<file path="src/verilog/loop_det_defines.svh">
// Constants for the loop detector channel timing block: offsets, fields, resets, timings.
// Assumes a 100 MHz aclk and a front end reporting inductance drop in 0.001 percent units.
`ifndef LOOP_DET_DEFINES_SVH
`define LOOP_DET_DEFINES_SVH

// Clock and tick
`define CLK_NS        10
`define TICK_NS       1000000
`define TICK_CYC      (`TICK_NS / `CLK_NS)

// Channel timings in milliseconds or seconds as specified
`define PULSE_MS      125
`define MIN_CALL_MS   125
`define TUNEOUT_S     2
`define TUNEOUT_MS    (`TUNEOUT_S * 1000)
`define SETTLE_MS     1000
`define FULL_OP_S     30
`define FULL_OP_MS    (`FULL_OP_S * 1000)
`define TRACK_MS      250

// Thresholds in 0.001 percent units: 320, 80, 20
`define THR_LOW       17'h0140
`define THR_MED       17'h0050
`define THR_HIGH      17'h0014

// Register map (byte addresses)
`define CFG_BASE      8'h00
`define STAT_ADDR     8'h20
`define CFG_RESET     5'h04
`define STAT_SETTLED  30
`define STAT_FULL     31

// AXI responses
`define RESP_OKAY     2'h0
`define RESP_SLVERR   2'h2

`endif

</file>
<file path="src/verilog/loop_det_pkg.sv">
// Types shared by the loop detector channel timing block.
// Assumes nothing beyond the constants header.
package loop_det_pkg;

  typedef enum logic {MODE_PRESENCE, MODE_PULSE} mode_t;

  typedef enum logic [1:0] {SENS_LOW, SENS_MED, SENS_HIGH, SENS_TOP} sens_t;

  typedef enum logic [1:0] {ST_SETTLE, ST_IDLE, ST_DETECT} chan_state_t;

  // Per-channel configuration, mode in bit 0
  typedef struct packed {
    logic [1:0] freq;
    sens_t      sens;
    mode_t      mode;
  } cfg_t;

  // Per-channel input from the analogue front end and front panel
  typedef struct packed {
    logic               fault;
    logic               disable_sw;
    logic signed [15:0] dev;
  } chan_in_t;

endpackage

</file>
<file path="src/verilog/loop_det_timing.sv">
// Call-output timing for a multi-channel inductive loop detector, with AXI4-Lite registers.
// Assumes synchronous inputs, one clock, and a front end reporting signed inductance drop.
//
// Overview of operation
// - Each channel keeps its own timers, state and output, fully separate.
// - A per-channel switch input disables the channel; it then issues no call unless a fault is flagged.
// - A recognised detection holds the call at least 125 ms.
// - A flagged channel, loop or cable fault forces a constant call.
// - Sensitivity thresholds selectable: low 0.32, medium 0.08, high 0.02 percent.
// - Pulse or presence mode chosen per channel, independently.
// - Three or more frequencies per channel; all settings chosen per channel.
// - Pulse mode gives one 125 ms call pulse per arriving vehicle.
// - Pulse mode absorbs a detection lasting over 2 s into the baseline.
// - Pulse mode can detect a following vehicle within 3 s.
// - Presence mode returns to normal sensitivity within 1 s after detection.
// - Highest sensitivity presence holds stationary vehicles three or ten minutes.
// - Lowest sensitivity presence holds a one percent change four minutes.
// - Lowest sensitivity detects 0.15 to 0.4 percent, never below 0.1 percent.
// - Lowest sensitivity presence asserts call within 20 ms of threshold crossing.
// - Call releases within 20 ms after change ends, after minimum duration.
// - Highest sensitivity asserts call within 250 ms for one percent change.
// - Normal detection within 2 s, full operation within 30 s after reset.
// - Baseline retunes automatically so slow drift never calls.
// - Baseline follows drift up to 0.001 percent per second without calling.
// - Detection works across plus or minus 5 percent from tuning point.
//
// The register addresses and the AXI4-Lite register port were chosen for this implementation.
`timescale 1ns/1ps
`include "loop_det_defines.svh"

module loop_det_timing #(
  parameter int NCH      = 2,
  parameter int TICK_CYC = `TICK_CYC
) (
  input  wire logic                            aclk,
  input  wire logic                            aresetn,
  input  wire logic [7:0]                      s_axi_awaddr,
  input  wire logic                            s_axi_awvalid,
  output logic                                 s_axi_awready,
  input  wire logic [31:0]                     s_axi_wdata,
  input  wire logic [3:0]                      s_axi_wstrb,
  input  wire logic                            s_axi_wvalid,
  output logic                                 s_axi_wready,
  output logic [1:0]                           s_axi_bresp,
  output logic                                 s_axi_bvalid,
  input  wire logic                            s_axi_bready,
  input  wire logic [7:0]                      s_axi_araddr,
  input  wire logic                            s_axi_arvalid,
  output logic                                 s_axi_arready,
  output logic [31:0]                          s_axi_rdata,
  output logic [1:0]                           s_axi_rresp,
  output logic                                 s_axi_rvalid,
  input  wire logic                            s_axi_rready,
  input  wire loop_det_pkg::chan_in_t [NCH-1:0] chan_in,
  output logic [NCH-1:0]                       call_out,
  output logic [NCH-1:0][1:0]                  freq_sel,
  output logic                                 full_op
);
  import loop_det_pkg::*;

  if (NCH < 1 || NCH > 8 || TICK_CYC < 2)
    $error("loop_det_timing: unsupported parameter values");

  // Millisecond tick shared by every timer
  logic [31:0] tick_cnt_r;
  logic        tick_r;
  always_ff @(posedge aclk)
  begin
    if (!aresetn)
    begin
      tick_cnt_r <= 32'h0000_0000;
      tick_r     <= 1'b0;
    end
    else if (tick_cnt_r == 32'(TICK_CYC - 1))
    begin
      tick_cnt_r <= 32'h0000_0000;
      tick_r     <= 1'b1;
    end
    else
    begin
      tick_cnt_r <= tick_cnt_r + 32'h0000_0001;
      tick_r     <= 1'b0;
    end
  end

  // Start-up settling and full-operation timer after reset
  logic [15:0] up_ms_r;
  logic        settled_r;
  always_ff @(posedge aclk)
  begin
    if (!aresetn)
    begin
      up_ms_r   <= 16'h0000;
      settled_r <= 1'b0;
      full_op   <= 1'b0;
    end
    else if (tick_r && !full_op)
    begin
      up_ms_r <= up_ms_r + 16'h0001;
      if (up_ms_r == 16'(`SETTLE_MS - 1))
        settled_r <= 1'b1;
      if (up_ms_r == 16'(`FULL_OP_MS - 1))
        full_op <= 1'b1;
    end
  end

  // Configuration registers, one per channel
  cfg_t [NCH-1:0] cfg_r;
  logic [7:0]     aw_addr_r;
  logic [31:0]    w_data_r;
  logic           w_lane0_r;
  logic           aw_have_r;
  logic           w_have_r;
  logic           wr_go;
  logic           wr_hit;
  logic [2:0]     wr_idx;

  assign wr_go  = aw_have_r && w_have_r && !s_axi_bvalid;
  assign wr_idx = aw_addr_r[4:2];
  assign wr_hit = (aw_addr_r[7:5] == 3'h0) && (aw_addr_r[1:0] == 2'h0) && (32'(wr_idx) < NCH);

  // Write address and data capture, in either order
  always_ff @(posedge aclk)
  begin
    if (!aresetn)
    begin
      aw_have_r     <= 1'b0;
      w_have_r      <= 1'b0;
      aw_addr_r     <= 8'h00;
      w_data_r      <= 32'h0000_0000;
      w_lane0_r     <= 1'b0;
      s_axi_awready <= 1'b0;
      s_axi_wready  <= 1'b0;
    end
    else
    begin
      s_axi_awready <= !aw_have_r && !(s_axi_awvalid && s_axi_awready);
      s_axi_wready  <= !w_have_r && !(s_axi_wvalid && s_axi_wready);
      if (s_axi_awvalid && s_axi_awready)
      begin
        aw_have_r <= 1'b1;
        aw_addr_r <= s_axi_awaddr;
      end
      else if (wr_go)
        aw_have_r <= 1'b0;
      if (s_axi_wvalid && s_axi_wready)
      begin
        w_have_r  <= 1'b1;
        w_data_r  <= s_axi_wdata;
        w_lane0_r <= s_axi_wstrb[0];
      end
      else if (wr_go)
        w_have_r <= 1'b0;
    end
  end

  // Write response and configuration update
  always_ff @(posedge aclk)
  begin
    if (!aresetn)
    begin
      s_axi_bvalid <= 1'b0;
      s_axi_bresp  <= `RESP_OKAY;
      for (int i = 0; i < NCH; i++)
        cfg_r[i] <= cfg_t'(`CFG_RESET);
    end
    else
    begin
      if (wr_go)
      begin
        s_axi_bvalid <= 1'b1;
        s_axi_bresp  <= wr_hit ? `RESP_OKAY : `RESP_SLVERR;
        if (wr_hit && w_lane0_r)
          cfg_r[wr_idx] <= cfg_t'(w_data_r[4:0]);
      end
      else if (s_axi_bready)
        s_axi_bvalid <= 1'b0;
    end
  end

  // Frequency selection passed to the front end
  always_ff @(posedge aclk)
  begin
    if (!aresetn)
      freq_sel <= '0;
    else
      for (int i = 0; i < NCH; i++)
        freq_sel[i] <= cfg_r[i].freq;
  end

  // Per-channel detection, baseline and call timing
  chan_state_t [NCH-1:0] st_r;
  logic [NCH-1:0]        det_vec;

  for (genvar ch = 0; ch < NCH; ch++)
  begin : g_ch
    logic signed [15:0] base_r;
    logic signed [16:0] delta;
    logic signed [16:0] thr;
    logic               above;
    logic [11:0]        det_ms_r;
    logic [7:0]         call_ms_r;
    logic [7:0]         trk_ms_r;
    logic               call_nxt;

    // Threshold per sensitivity
    always_comb
    begin
      unique case (cfg_r[ch].sens)
        SENS_LOW: thr = `THR_LOW;
        SENS_MED: thr = `THR_MED;
        SENS_HIGH,
        SENS_TOP: thr = `THR_HIGH;
      endcase
    end

    // Drop relative to the tracked baseline; 17 bits covers the full range
    assign delta = 17'(chan_in[ch].dev) - 17'(base_r);
    assign above = delta >= thr;

    // Channel state and baseline tracking
    always_ff @(posedge aclk)
    begin
      if (!aresetn)
      begin
        st_r[ch] <= ST_SETTLE;
        base_r   <= 16'sh0000;
        det_ms_r <= 12'h000;
        trk_ms_r <= 8'h00;
      end
      else
      begin
        unique case (st_r[ch])
          ST_SETTLE:
          begin
            base_r <= chan_in[ch].dev;
            if (settled_r)
              st_r[ch] <= ST_IDLE;
          end
          ST_IDLE:
          begin
            if (above)
            begin
              st_r[ch] <= ST_DETECT;
              det_ms_r <= 12'h000;
            end
            else if (delta < 0)
              base_r <= chan_in[ch].dev;
            else if (tick_r)
            begin
              trk_ms_r <= trk_ms_r + 8'h01;
              if (trk_ms_r == 8'(`TRACK_MS - 1))
              begin
                trk_ms_r <= 8'h00;
                if (delta > 0)
                  base_r <= base_r + 16'sh0001;
              end
            end
          end
          ST_DETECT:
          begin
            if (!above)
              st_r[ch] <= ST_IDLE;
            else if (cfg_r[ch].mode == MODE_PULSE && tick_r)
            begin
              det_ms_r <= det_ms_r + 12'h001;
              if (det_ms_r == 12'(`TUNEOUT_MS))
              begin
                base_r   <= chan_in[ch].dev;
                st_r[ch] <= ST_IDLE;
              end
            end
          end
          default: st_r[ch] <= ST_IDLE;
        endcase
      end
    end

    // Minimum call and pulse length, loaded on each new detection
    always_ff @(posedge aclk)
    begin
      if (!aresetn)
        call_ms_r <= 8'h00;
      else if (st_r[ch] == ST_IDLE && above)
        call_ms_r <= 8'(`PULSE_MS);
      else if (tick_r && call_ms_r != 8'h00)
        call_ms_r <= call_ms_r - 8'h01;
    end

    // Call output: fault forces, disable releases; presence holds while detected
    assign call_nxt = chan_in[ch].fault ||
                      (!chan_in[ch].disable_sw && settled_r &&
                       (call_ms_r != 8'h00 ||
                        (cfg_r[ch].mode == MODE_PRESENCE && st_r[ch] == ST_DETECT)));

    always_ff @(posedge aclk)
    begin
      if (!aresetn)
        call_out[ch] <= 1'b0;
      else
        call_out[ch] <= call_nxt;
    end

    assign det_vec[ch] = (st_r[ch] == ST_DETECT);

  end

  // Read channel: configuration words and a status word
  logic [31:0] stat_word;
  logic [2:0]  rd_idx;
  always_comb
  begin
    stat_word                 = 32'h0000_0000;
    stat_word[NCH-1:0]        = call_out;
    stat_word[8+NCH-1:8]      = det_vec;
    for (int i = 0; i < NCH; i++)
      stat_word[16+i]         = chan_in[i].fault;
    stat_word[`STAT_SETTLED]  = settled_r;
    stat_word[`STAT_FULL]     = full_op;
  end
  assign rd_idx = s_axi_araddr[4:2];

  always_ff @(posedge aclk)
  begin
    if (!aresetn)
    begin
      s_axi_arready <= 1'b0;
      s_axi_rvalid  <= 1'b0;
      s_axi_rdata   <= 32'h0000_0000;
      s_axi_rresp   <= `RESP_OKAY;
    end
    else
    begin
      s_axi_arready <= !s_axi_rvalid && !(s_axi_arvalid && s_axi_arready);
      if (s_axi_arvalid && s_axi_arready)
      begin
        s_axi_rvalid <= 1'b1;
        s_axi_rresp  <= `RESP_OKAY;
        s_axi_rdata  <= 32'h0000_0000;
        if (s_axi_araddr == `STAT_ADDR)
          s_axi_rdata <= stat_word;
        else if (s_axi_araddr[7:5] == 3'h0 && s_axi_araddr[1:0] == 2'h0
                 && 32'(rd_idx) < NCH)
          s_axi_rdata <= {27'h000_0000, cfg_r[rd_idx]};
        else
          s_axi_rresp <= `RESP_SLVERR;
      end
      else if (s_axi_rready)
        s_axi_rvalid <= 1'b0;
    end
  end

endmodule

</file>
<file path="config.mk">
export PLATFORM = sky130hd
export DESIGN_NAME = loop_det_timing
export DESIGN_NICKNAME = d
export VERILOG_FILES = /design/src/verilog/loop_det_pkg.sv /design/src/verilog/loop_det_timing.sv
export VERILOG_INCLUDE_DIRS = /design/src /design/src/verilog
export SDC_FILE = /design/constraint.sdc
export NUM_CORES = 1
export LEC_CHECK = 0
export ABC_CLOCK_PERIOD_IN_PS = 5450
export BUFFER_PORTS_ARGS = -buffer_cell sky130_fd_sc_hd__clkbuf_2
export CAP_MARGIN = 20
export CORE_MARGIN = 2
export CORE_UTILIZATION = 23
export DETAILED_ROUTE_END_ITERATION = 12
export PLACE_DENSITY = 0.39
export SLEW_MARGIN = 20
export SYNTH_ARGS = -nofsm -noshare
export SYNTH_HDL_FRONTEND = slang
export SYNTH_SLANG_ARGS = --single-unit
</file>
<file path="constraint.sdc">
create_clock -name aclk -period 5.45 [get_ports aclk]
set_clock_uncertainty 0.1 [all_clocks]
set_input_delay 0.545 -clock aclk [delete_from_list [all_inputs] [get_ports aclk]]
set_output_delay 0.545 -clock aclk [all_outputs]
set_load 0.05 [all_outputs]
</file>
; ---- Word level (Yosys, flattened, before mapping)
; Cells that the tools add are included.
[op_classes]
n_addsub = 12
reduce_logical = 77
n_eq_ne = 40
bitwise_logic = 7
order_cmp = 11
muxes = 63
[op_table]
columns = op, n
row1 = $mux 16, 16
row2 = $pmux 17 s3, 2
row3 = $pmux 16 s3, 2
row4 = $mux 12, 6
row5 = $pmux 12 s2, 2
row6 = $ge 17x17->1, 2
row7 = $gt 17x1->1 const B, 2
row8 = $lt 17x1->1 const B, 2
row9 = $sub 16x16->17, 2
row10 = $add 16x2->16 const B, 2
row11 = $add 32x1->32 const B, 1
row12 = $eq 32x17->1 const B, 1
row13 = $mux 32, 1
row14 = $mux 7, 4
row15 = $logic_and 1x1->1, 27
row16 = $add 12x1->12 const B, 2
row17 = $eq 12x11->1 const B, 2
row18 = $mux 2, 12
row19 = $reduce_and 4->1, 6
row20 = $mux 5, 4
row21 = $ne 3x3->1 const B, 6
row22 = $add 16x1->16 const B, 1
row23 = $add 8x1->8 const B, 2
row24 = $eq 16x10->1 const B, 1
row25 = other kinds (27), 102
[totals]
wordCells = 250
regBits = 216
output_inout_bits = 48
input_bits = 95

; ---- Logic depth before layout (Yosys ltp)
; Gate-level depths: netlist of run 1.
[logic_depth]
word_depth = 8
depth_mapped = 18

; ---- Least setup slack after synthesis of run 1
; Ideal clock, no wire load.
[synth_timing]
path_kind = input -> register
startpoint = input port chan_in[0] (netlist name)
endpoint = register g_ch[0].base_r[9]
t_arrival_ns = 4.002
cell_stages = 17
setup_slack_ns = 1.256
setup_ns = 0.092
required_time_ns = 5.258
path_buffers = 1
cell_sequence = inv_1 ha_1 fa_1 nor2b_1 o2111ai_2 nand3_1 nor3b_1 inv_1 ha_1 a21oi_1 or4b_1 a2bb2oi_1 and4_1 nand4_2 a31o_2 buf_2 o32ai_1
[synth_via]
elab_chain_cells = 5
elab_cells_between_ends = 13
[synth_rtl]
columns = item, line_no
row1 = start: declaration, loop_det_timing.sv:54  ; input wire loop_det_pkg::chan_in_t [NCH-1:0] chan_in,
row2 = $sub 16x16->17 *, loop_det_timing.sv:218  ; assign delta = 17'(chan_in[ch].dev) - 17'(base_r);
row3 = $lt 17x1->1, loop_det_timing.sv:247  ; else if (delta < 0)
row4 = $mux 16, loop_det_timing.sv:247
row5 = $mux 16, loop_det_timing.sv:242  ; if (above)
row6 = $pmux 16 s3, loop_det_timing.sv:233  ; unique case (st_r[ch])
row7 = end signal: assignment, loop_det_timing.sv:236  ; base_r <= chan_in[ch].dev;
row8 = end signal: assignment, loop_det_timing.sv:248  ; base_r <= chan_in[ch].dev;
row9 = end signal: assignment, loop_det_timing.sv:256  ; base_r <= base_r + 16'sh0001;
row10 = end: declaration, loop_det_timing.sv:197  ; logic signed [15:0] base_r;
; Every way passes the cells marked *; elsewhere a longest branch is shown, timed or not. The select of a mux whose other input is x is not followed.
; A chain may end at the register's enable or synchronous reset.

; ---- Final worst setup path of run 1
[layout_timing]
startpoint = register g_ch[0].base_r[0]
endpoint = register g_ch[0].trk_ms_r[4]
[layout_via]
elab_chain_cells = 4
elab_cells_between_ends = 6
[layout_rtl]
columns = item, line_no
row1 = $sub 16x16->17 *, loop_det_timing.sv:218
row2 = $lt 17x1->1 or $ge 17x17->1 (tied branches), "loop_det_timing.sv:247, loop_det_timing.sv:219"
row3 = $not 1->1 (no line), -
row4 = $reduce_and 4->1 (no line) *, -
row5 = end signal: assignment, loop_det_timing.sv:251  ; trk_ms_r <= trk_ms_r + 8'h01;
row6 = end: declaration, loop_det_timing.sv:203  ; logic [7:0] trk_ms_r;
; Every way passes the cells marked *; elsewhere a longest branch is shown, timed or not.

==> results.sh, run 1 <==
export IMPL_fmax_ghz=0.215
export IMPL_power_density_mw_per_mm2=245
export IMPL_tritoncts="yes"
export IMPL_hp_class="primary input to register"
export IMPL_drive_above_1_share_pct=12.1
export IMPL_yosys_warnings=0
export IMPL_worstSetupPathType="register to register"
export IMPL_clkSlewWorstSetupHoldPaths_ns=0.07
export IMPL_p_clk_share_pct=38.1
export IMPL_tns_ns=0
export IMPL_relSlewSlack_pct=33.1
export IMPL_drtPass1Iterations=5
export IMPL_ctsRootBufferMaster="clkbuf_16"
export IMPL_worstPathMaxFanout=15
export IMPL_design_area_mm2=0.0133
export IMPL_rows=82
export IMPL_syn_area_per_cell_um2=7.99
export IMPL_min_path_cells=3
export IMPL_required_ns=5.75
export IMPL_timing_final_ws_setup_ns=0.804
export IMPL_setup_worst_path_end_class="register"
export IMPL_drcViolationCount=0
export IMPL_ir_drop_v=0.000241
export IMPL_reg2reg_depth=15
export IMPL_reg2reg_setup_slack_ns=0.80
export IMPL_leakage_nw=4.91
export IMPL_r2r_end="g_ch[0].trk_ms_r[4]"
export IMPL_ys_seq_elements=193
export IMPL_synth_edf_count=0
export IMPL_power_switching_uw=970
export IMPL_critPathSlowestCell="or4_1"
export IMPL_vias=10500
export IMPL_die_w_um=230
export IMPL_cts_htree_levels=4
export IMPL_drt_vias_per_instance=4.72
export IMPL_status="finished, final reports clean"
export IMPL_grt_max_degree=55
export IMPL_cts_buffers=17
export IMPL_worstHoldStart="s_axi_awaddr[1]"
export IMPL_place_area_mm2=0.0128
export IMPL_antenna_found_initial=0
export IMPL_core_region_area_mm2=0.0502
export IMPL_die_area_mm2=0.0527
export IMPL_whs_endpoint="aw_addr_r[1]"
export IMPL_antenna_left=0
export IMPL_clk_path_buf_depth=2
export IMPL_num_antenna_cells=0
export IMPL_synth_cell_area_mm2=0.0117
export IMPL_globalplace_congestion=0.833
export IMPL_grt_pass1_wl_mm=53.3
export IMPL_r2r_start="g_ch[0].base_r[0]"
export IMPL_rsz0062_at_grt="false"
export IMPL_wl_per_cell_um=15.2
export IMPL_fin_crit_ns=4.65
export IMPL_dpl_worst_slack_ns=0.464
export IMPL_wl_mm=33.5
export IMPL_grt_pass1_vias=9842
export IMPL_drv_slew=0
export IMPL_drt_iter0_markers=529
export IMPL_post_cts_buffers=0
export IMPL_chipHeight_um=230
export IMPL_maxCapViolCount=0
export IMPL_synthFlopType="dfxtp_1"
export IMPL_globalRouteOverflowTotal=0
export IMPL_pwr_share_seq_pct=44.6
export IMPL_seq_area_frac_synth_pct=33.0
export IMPL_synth_cells=1464
export IMPL_start_util_pct=23.3
export IMPL_setup_viol=0
export IMPL_dp_hpwl_mm=25.1
export IMPL_cp_top_family="simple AND/OR/NAND/NOR gates"
export IMPL_ys_async_sr_fraction_pct=0
export IMPL_p_comb_share_pct=17.2
export IMPL_globalRouteTotalUtil_pct=12.7
export IMPL_switching_share_pct=29.7
export IMPL_startpoint_type="register"
export IMPL_finalPower_mw=3.27
export IMPL_hold_buffers=0
export IMPL_area_growth_pct=14.1
export IMPL_cts_resized=0
export IMPL_finalCritPeriodShare_pct=85.2
export IMPL_path_cells="ha_1 -> fa_1 -> nor2b_1 -> o2111ai_2 -> nand3_1 -> nor3b_1 -> inv_1 -> ha_1 -> a21oi_1 -> or4b_1 -> a2bb2oi_1 -> and4_1 -> nand4_2 -> or4_1 -> a21oi_1"
export IMPL_clock_latency_ns=0.47
export IMPL_worst_ep_arrival_time_ns=4.95
export IMPL_internal_power_mw=2.30
export IMPL_hold_viol=0
export IMPL_port_buffers=89
export IMPL_cpPeakStageDelay_ns=0.60
export IMPL_ys_types=95
export IMPL_num_io_pins=143
export IMPL_cts_sinks=193
export IMPL_nNetsFinal=1684
export IMPL_worst_pin_slew_ns=1.00
export IMPL_path_buf_inv=1
sequential cells by signal, indices dropped and copies added (netlist names), 2 cells and up:
name	cells
aw_addr_r	8
call_out	2
cfg_r	10
freq_sel	4
g_ch.base_r	32
g_ch.call_ms_r	16
g_ch.det_ms_r	24
g_ch.trk_ms_r	16
s_axi_rdata	11
st_r	4
tick_cnt_r	32
up_ms_r	16
w_data_r	5
per-layer routing:
layer / up-vias / part of all wire, % / GRT usage, %
li1: 5392 / - / -
met4: 0 / 2.1 / 4.67
met3: 34 / 3.8 / 3.08
met2: 152 / 44 / 19.8
met5: - / 0 / 0
met1: 4878 / 50 / 16.9
worst min-delay path, stage by stage:
cell	delay, ns
clkbuf_2	0.08
nand2_1	0.05
a21oi_1	0.05
worst max-delay path by stage:
| stage | from | to | slack, ns | cells after the start |
|---|---|---|---|---|
| floorplan | chan_in[0] | g_ch[0].base_r[9] | 1.26 | 17 |
| global placement | chan_in[0] | g_ch[0].trk_ms_r[6] | 0.45 | 17 |
| detailed placement | chan_in[0] | g_ch[0].trk_ms_r[6] | 0.46 | 17 |
| CTS | g_ch[0].base_r[0] | g_ch[0].trk_ms_r[4] | 0.80 | 15 |
| global route | g_ch[0].base_r[0] | g_ch[0].trk_ms_r[4] | 0.42 | 15 |
| finish | g_ch[0].base_r[0] | g_ch[0].trk_ms_r[4] | 0.80 | 15 |
area by class of cell:
cell class / instances / area, um^2
flip-flops and latches: 193 / 3860
inverters: 68 / 256
well taps: 672 / 841
multi-input cells: 1143 / 7250
repair buffers: 108 / 586
fillers: 5441 / 36800
clock buffers: 23 / 478
clock inverters: 7 / 76.3
through the flow:
| step | utilization [%] | hold WS (ns) | std cells |
|---|---|---|---|
| after global routing | 26.6 | 0.185 | 2214 |
| after floorplan | - | 0.318 | 1486 |
| after detailed placement | 25.5 | 0.341 | 2183 |
| final | 26.6 | 0.206 | 2214 |
| after global placement | 25.5 | 0.334 | 2183 |
| after CTS | 26.6 | 0.159 | 2213 |
Yosys cell counts (12+ instances only):
| master | count | area, um^2 |
|---|---|---|
| buf_4 | 25 | 188 |
| nor2b_1 | 18 | 113 |
| nor4_1 | 18 | 113 |
| xnor2_1 | 38 | 333 |
| ha_1 | 56 | 701 |
| and2_1 | 23 | 144 |
| inv_1 | 67 | 251 |
| a211oi_1 | 14 | 105 |
| a31o_2 | 13 | 114 |
| nand4_1 | 31 | 194 |
| nor3_1 | 49 | 245 |
| a311oi_1 | 13 | 114 |
| and3_1 | 16 | 100 |
| clkbuf_1 | 39 | 146 |
| or3_1 | 31 | 194 |
| nand2b_1 | 16 | 100 |
| nand3_1 | 62 | 310 |
| dfxtp_1 | 193 | 3860 |
| nor2_1 | 124 | 465 |
| mux2i_1 | 24 | 240 |
| o21ai_0 | 58 | 290 |
| xor2_1 | 38 | 333 |
| or4_1 | 16 | 120 |
| nand2_1 | 154 | 578 |
| buf_2 | 12 | 60.1 |
| o31ai_1 | 18 | 135 |
| a21oi_1 | 121 | 606 |
cell families (layout without fill, tap and decap cells):
group                      Yosys count  count (layout)  synth area share, %
and+or+nand+nor                    604             604                 26.3
AOI/OAI and AO/OA                  357             357                 20.5
DFF                                193             193                 33.0
buffers and inverters              150             206                 5.95
xor gates and xnor gates            76              76                 5.69
adders and majority gates           58              58                 6.33
muxes                               25              25                 2.15
other                                1              23               0.0321
power by group through the flow:
stage	registers (mW)	clock network (mW)	logic, mW
floorplan	1.50	0	0.421
global placement	1.49	0	0.566
detailed placement	1.49	0	0.565
CTS	1.46	1.31	0.568
global route	1.46	1.35	0.631
finish	1.46	1.25	0.564
cells in the final DEF (no fill, tap or decap), types with 11 or more instances in the layout:
master / count
inv_1: 67
nand4_1: 31
nand3_1: 62
mux2i_1: 24
a31o_2: 13
nor4_1: 18
o21ai_0: 58
ha_1: 56
conb_1: 23
dfxtp_1: 193
nand2b_1: 16
and3_1: 16
nor2_1: 124
o31ai_1: 17
xnor2_1: 38
nand2_1: 154
a311oi_1: 13
clkbuf_2: 90
xor2_1: 38
a21o_1: 11
or4_1: 16
a21oi_1: 120
and2_1: 23
nor3_1: 49
a211oi_1: 14
nor2b_1: 18
buf_4: 18
clkbuf_16: 17
or3_1: 31
(Power assumes the default switching activity.)
==> run 2: changes to the inputs <==
--- a/config.mk
+++ b/config.mk
@@ -11,7 +11,9 @@
 export CAP_MARGIN = 20
 export CORE_MARGIN = 2
 export CORE_UTILIZATION = 23
+export CTS_CLUSTER_SIZE = 10
 export DETAILED_ROUTE_END_ITERATION = 12
+export GPL_TIMING_DRIVEN = 0
 export PLACE_DENSITY = 0.39
 export SLEW_MARGIN = 20
 export SYNTH_ARGS = -nofsm -noshare
==> run 2 against run 1 <==
Against the previous run: power grew 3.4%; hold slack lost 0.024 ns; sequential power is essentially flat; core utilization grew 0.65 points.
==> results.sh, run 2 (same netlist as run 1, synthesis figures left out) <==
export IMPL_nNetsFinal=1747
export IMPL_rows=82
export IMPL_die_area_mm2=0.0527
export IMPL_vias=10900
export IMPL_ir_drop_v=0.000221
export IMPL_worstPathMaxFanout=10
export IMPL_r2r_start="g_ch[0].base_r[0]"
export IMPL_clkSlewWorstSetupHoldPaths_ns=0.07
export IMPL_hp_class="primary input to register"
export IMPL_power_density_mw_per_mm2=247
export IMPL_tritoncts="yes"
export IMPL_startpoint_type="register"
export IMPL_reg2reg_depth=16
export IMPL_globalplace_congestion=0.814
export IMPL_setup_viol=0
export IMPL_num_antenna_cells=0
export IMPL_min_path_cells=3
export IMPL_status="finished, final reports clean"
export IMPL_tns_ns=0
export IMPL_grt_max_degree=17
export IMPL_wl_per_cell_um=16.2
export IMPL_area_growth_pct=16.9
export IMPL_crit_start="g_ch[0].base_r[0]"
export IMPL_cts_resized=0
export IMPL_globalRouteTotalUtil_pct=14.1
export IMPL_drt_vias_per_instance=4.78
export IMPL_required_ns=5.74
export IMPL_hold_buffers=0
export IMPL_reg2reg_setup_slack_ns=0.50
export IMPL_final_common_cell="dfxtp_1"
export IMPL_fin_crit_ns=4.95
export IMPL_rsz0062_at_grt="false"
export IMPL_ctsRootBufferMaster="clkbuf_16"
export IMPL_dp_hpwl_mm=28.5
export IMPL_antenna_found_initial=0
export IMPL_drive_above_1_share_pct=13.0
export IMPL_globalRouteOverflowTotal=0
export IMPL_port_buffers=88
export IMPL_clk_path_buf_depth=2
export IMPL_cts_htree_levels=4
export IMPL_top_regs="g_ch.base_r: 32 flops, tick_cnt_r: 32 flops, g_ch.det_ms_r: 24 flops"
export IMPL_fmax_ghz=0.202
export IMPL_core_region_area_mm2=0.0502
export IMPL_worst_ep_arrival_time_ns=5.24
export IMPL_hold_viol=0
export IMPL_chipHeight_um=230
export IMPL_start_util_pct=23.3
export IMPL_cts_buffers=17
export IMPL_drt_iter0_markers=601
export IMPL_die_w_um=230
export IMPL_whs_endpoint="aw_addr_r[3]"
export IMPL_setup_worst_path_end_class="register"
export IMPL_drtPass1Iterations=5
export IMPL_worst_pin_slew_ns=1.09
export IMPL_maxCapViolCount=0
export IMPL_drcViolationCount=0
export IMPL_fin_util_pct=27.3
export IMPL_worstSetupPathType="register to register"
export IMPL_grt_pass1_wl_mm=58.1
export IMPL_wl_mm=36.9
export IMPL_grt_pass1_vias=10300
export IMPL_finalCritPeriodShare_pct=90.8
export IMPL_relSlewSlack_pct=27.0
export IMPL_final_cell_mix="dfxtp_1 (193), nand2_1 (154), nor2_1 (124)"
export IMPL_leakage_nw=5.09
export IMPL_clock_latency_ns=0.48
export IMPL_timing_hold_ws_ns=0.183
export IMPL_r2r_end="g_ch[0].base_r[10]"
export IMPL_drv_slew=0
export IMPL_worstHoldStart="s_axi_awaddr[3]"
export IMPL_post_cts_buffers=0
export IMPL_antenna_left=0
export IMPL_num_io_pins=143
export IMPL_cts_sinks=193
run 2: critical path, stage by stage (launching register included):
cell,delay [ns]
dfxtp_1,0.37
ha_1,0.25
fa_1,0.41
nor2b_1,0.23
o2111ai_2,0.24
nand3_1,0.15
nor3b_1,0.25
inv_1,0.11
ha_1,0.36
a21oi_1,0.20
or4b_1,0.45
a2bb2oi_1,0.18
nand4_1,0.24
o211ai_2,0.41
nand3_1,0.33
buf_2,0.31
o32ai_2,0.26
run 2: worst max-delay path by stage:
stage	to	slack, ns	depth (start not counted)
floorplan	g_ch[0].base_r[9]	1.26	17
global placement	g_ch[0].det_ms_r[8]	0.15	18
detailed placement	g_ch[0].base_r[10]	0.13	18
CTS	g_ch[0].det_ms_r[5]	0.51	16
global route	g_ch[0].det_ms_r[8]	0.16	16
finish	g_ch[0].base_r[10]	0.50	16
run 2: final cells by class:
| cell class | count | area, um^2 |
|---|---|---|
| fillers | 5460 | 36500 |
| multi-input cells | 1143 | 7230 |
| flip-flops and latches | 193 | 3860 |
| well taps | 672 | 841 |
| repair buffers | 89 | 452 |
| plain buffers | 82 | 440 |
| clock buffers | 19 | 433 |
| inverters | 68 | 255 |
| clock inverters | 12 | 159 |
run 2: where the power goes:
part | leakage [nW] | switching, mW | internal (mW)
Sequential | 1.57 | 0.0240 | 1.44
Combinational | 3.23 | 0.379 | 0.217
Clock | 0.284 | 0.604 | 0.722
run 2: layer usage:
layer	global-route usage [%]	part of all wire, %	up-vias	wire [um]
met5	0	0	-	0
met2	22.2	45	186	16600
met1	18.6	48	5152	17700
li1	-	-	5510	-
met3	3.49	4.4	52	1610
met4	5.13	2.6	0	950
run 2: metrics by stage:
stage / worst slack [ns] / cells / total power, mW / instance area (um^2)
floorplan: 1.26 / 1486 / 1.92 / 11800
global placement: 0.148 / 2246 / 2.09 / 13100
detailed placement: 0.132 / 2247 / 2.09 / 13100
CTS: 0.507 / 2278 / 3.44 / 13700
global route: 0.161 / 2278 / 3.55 / 13700
finish: 0.500 / 2278 / 3.38 / 13700
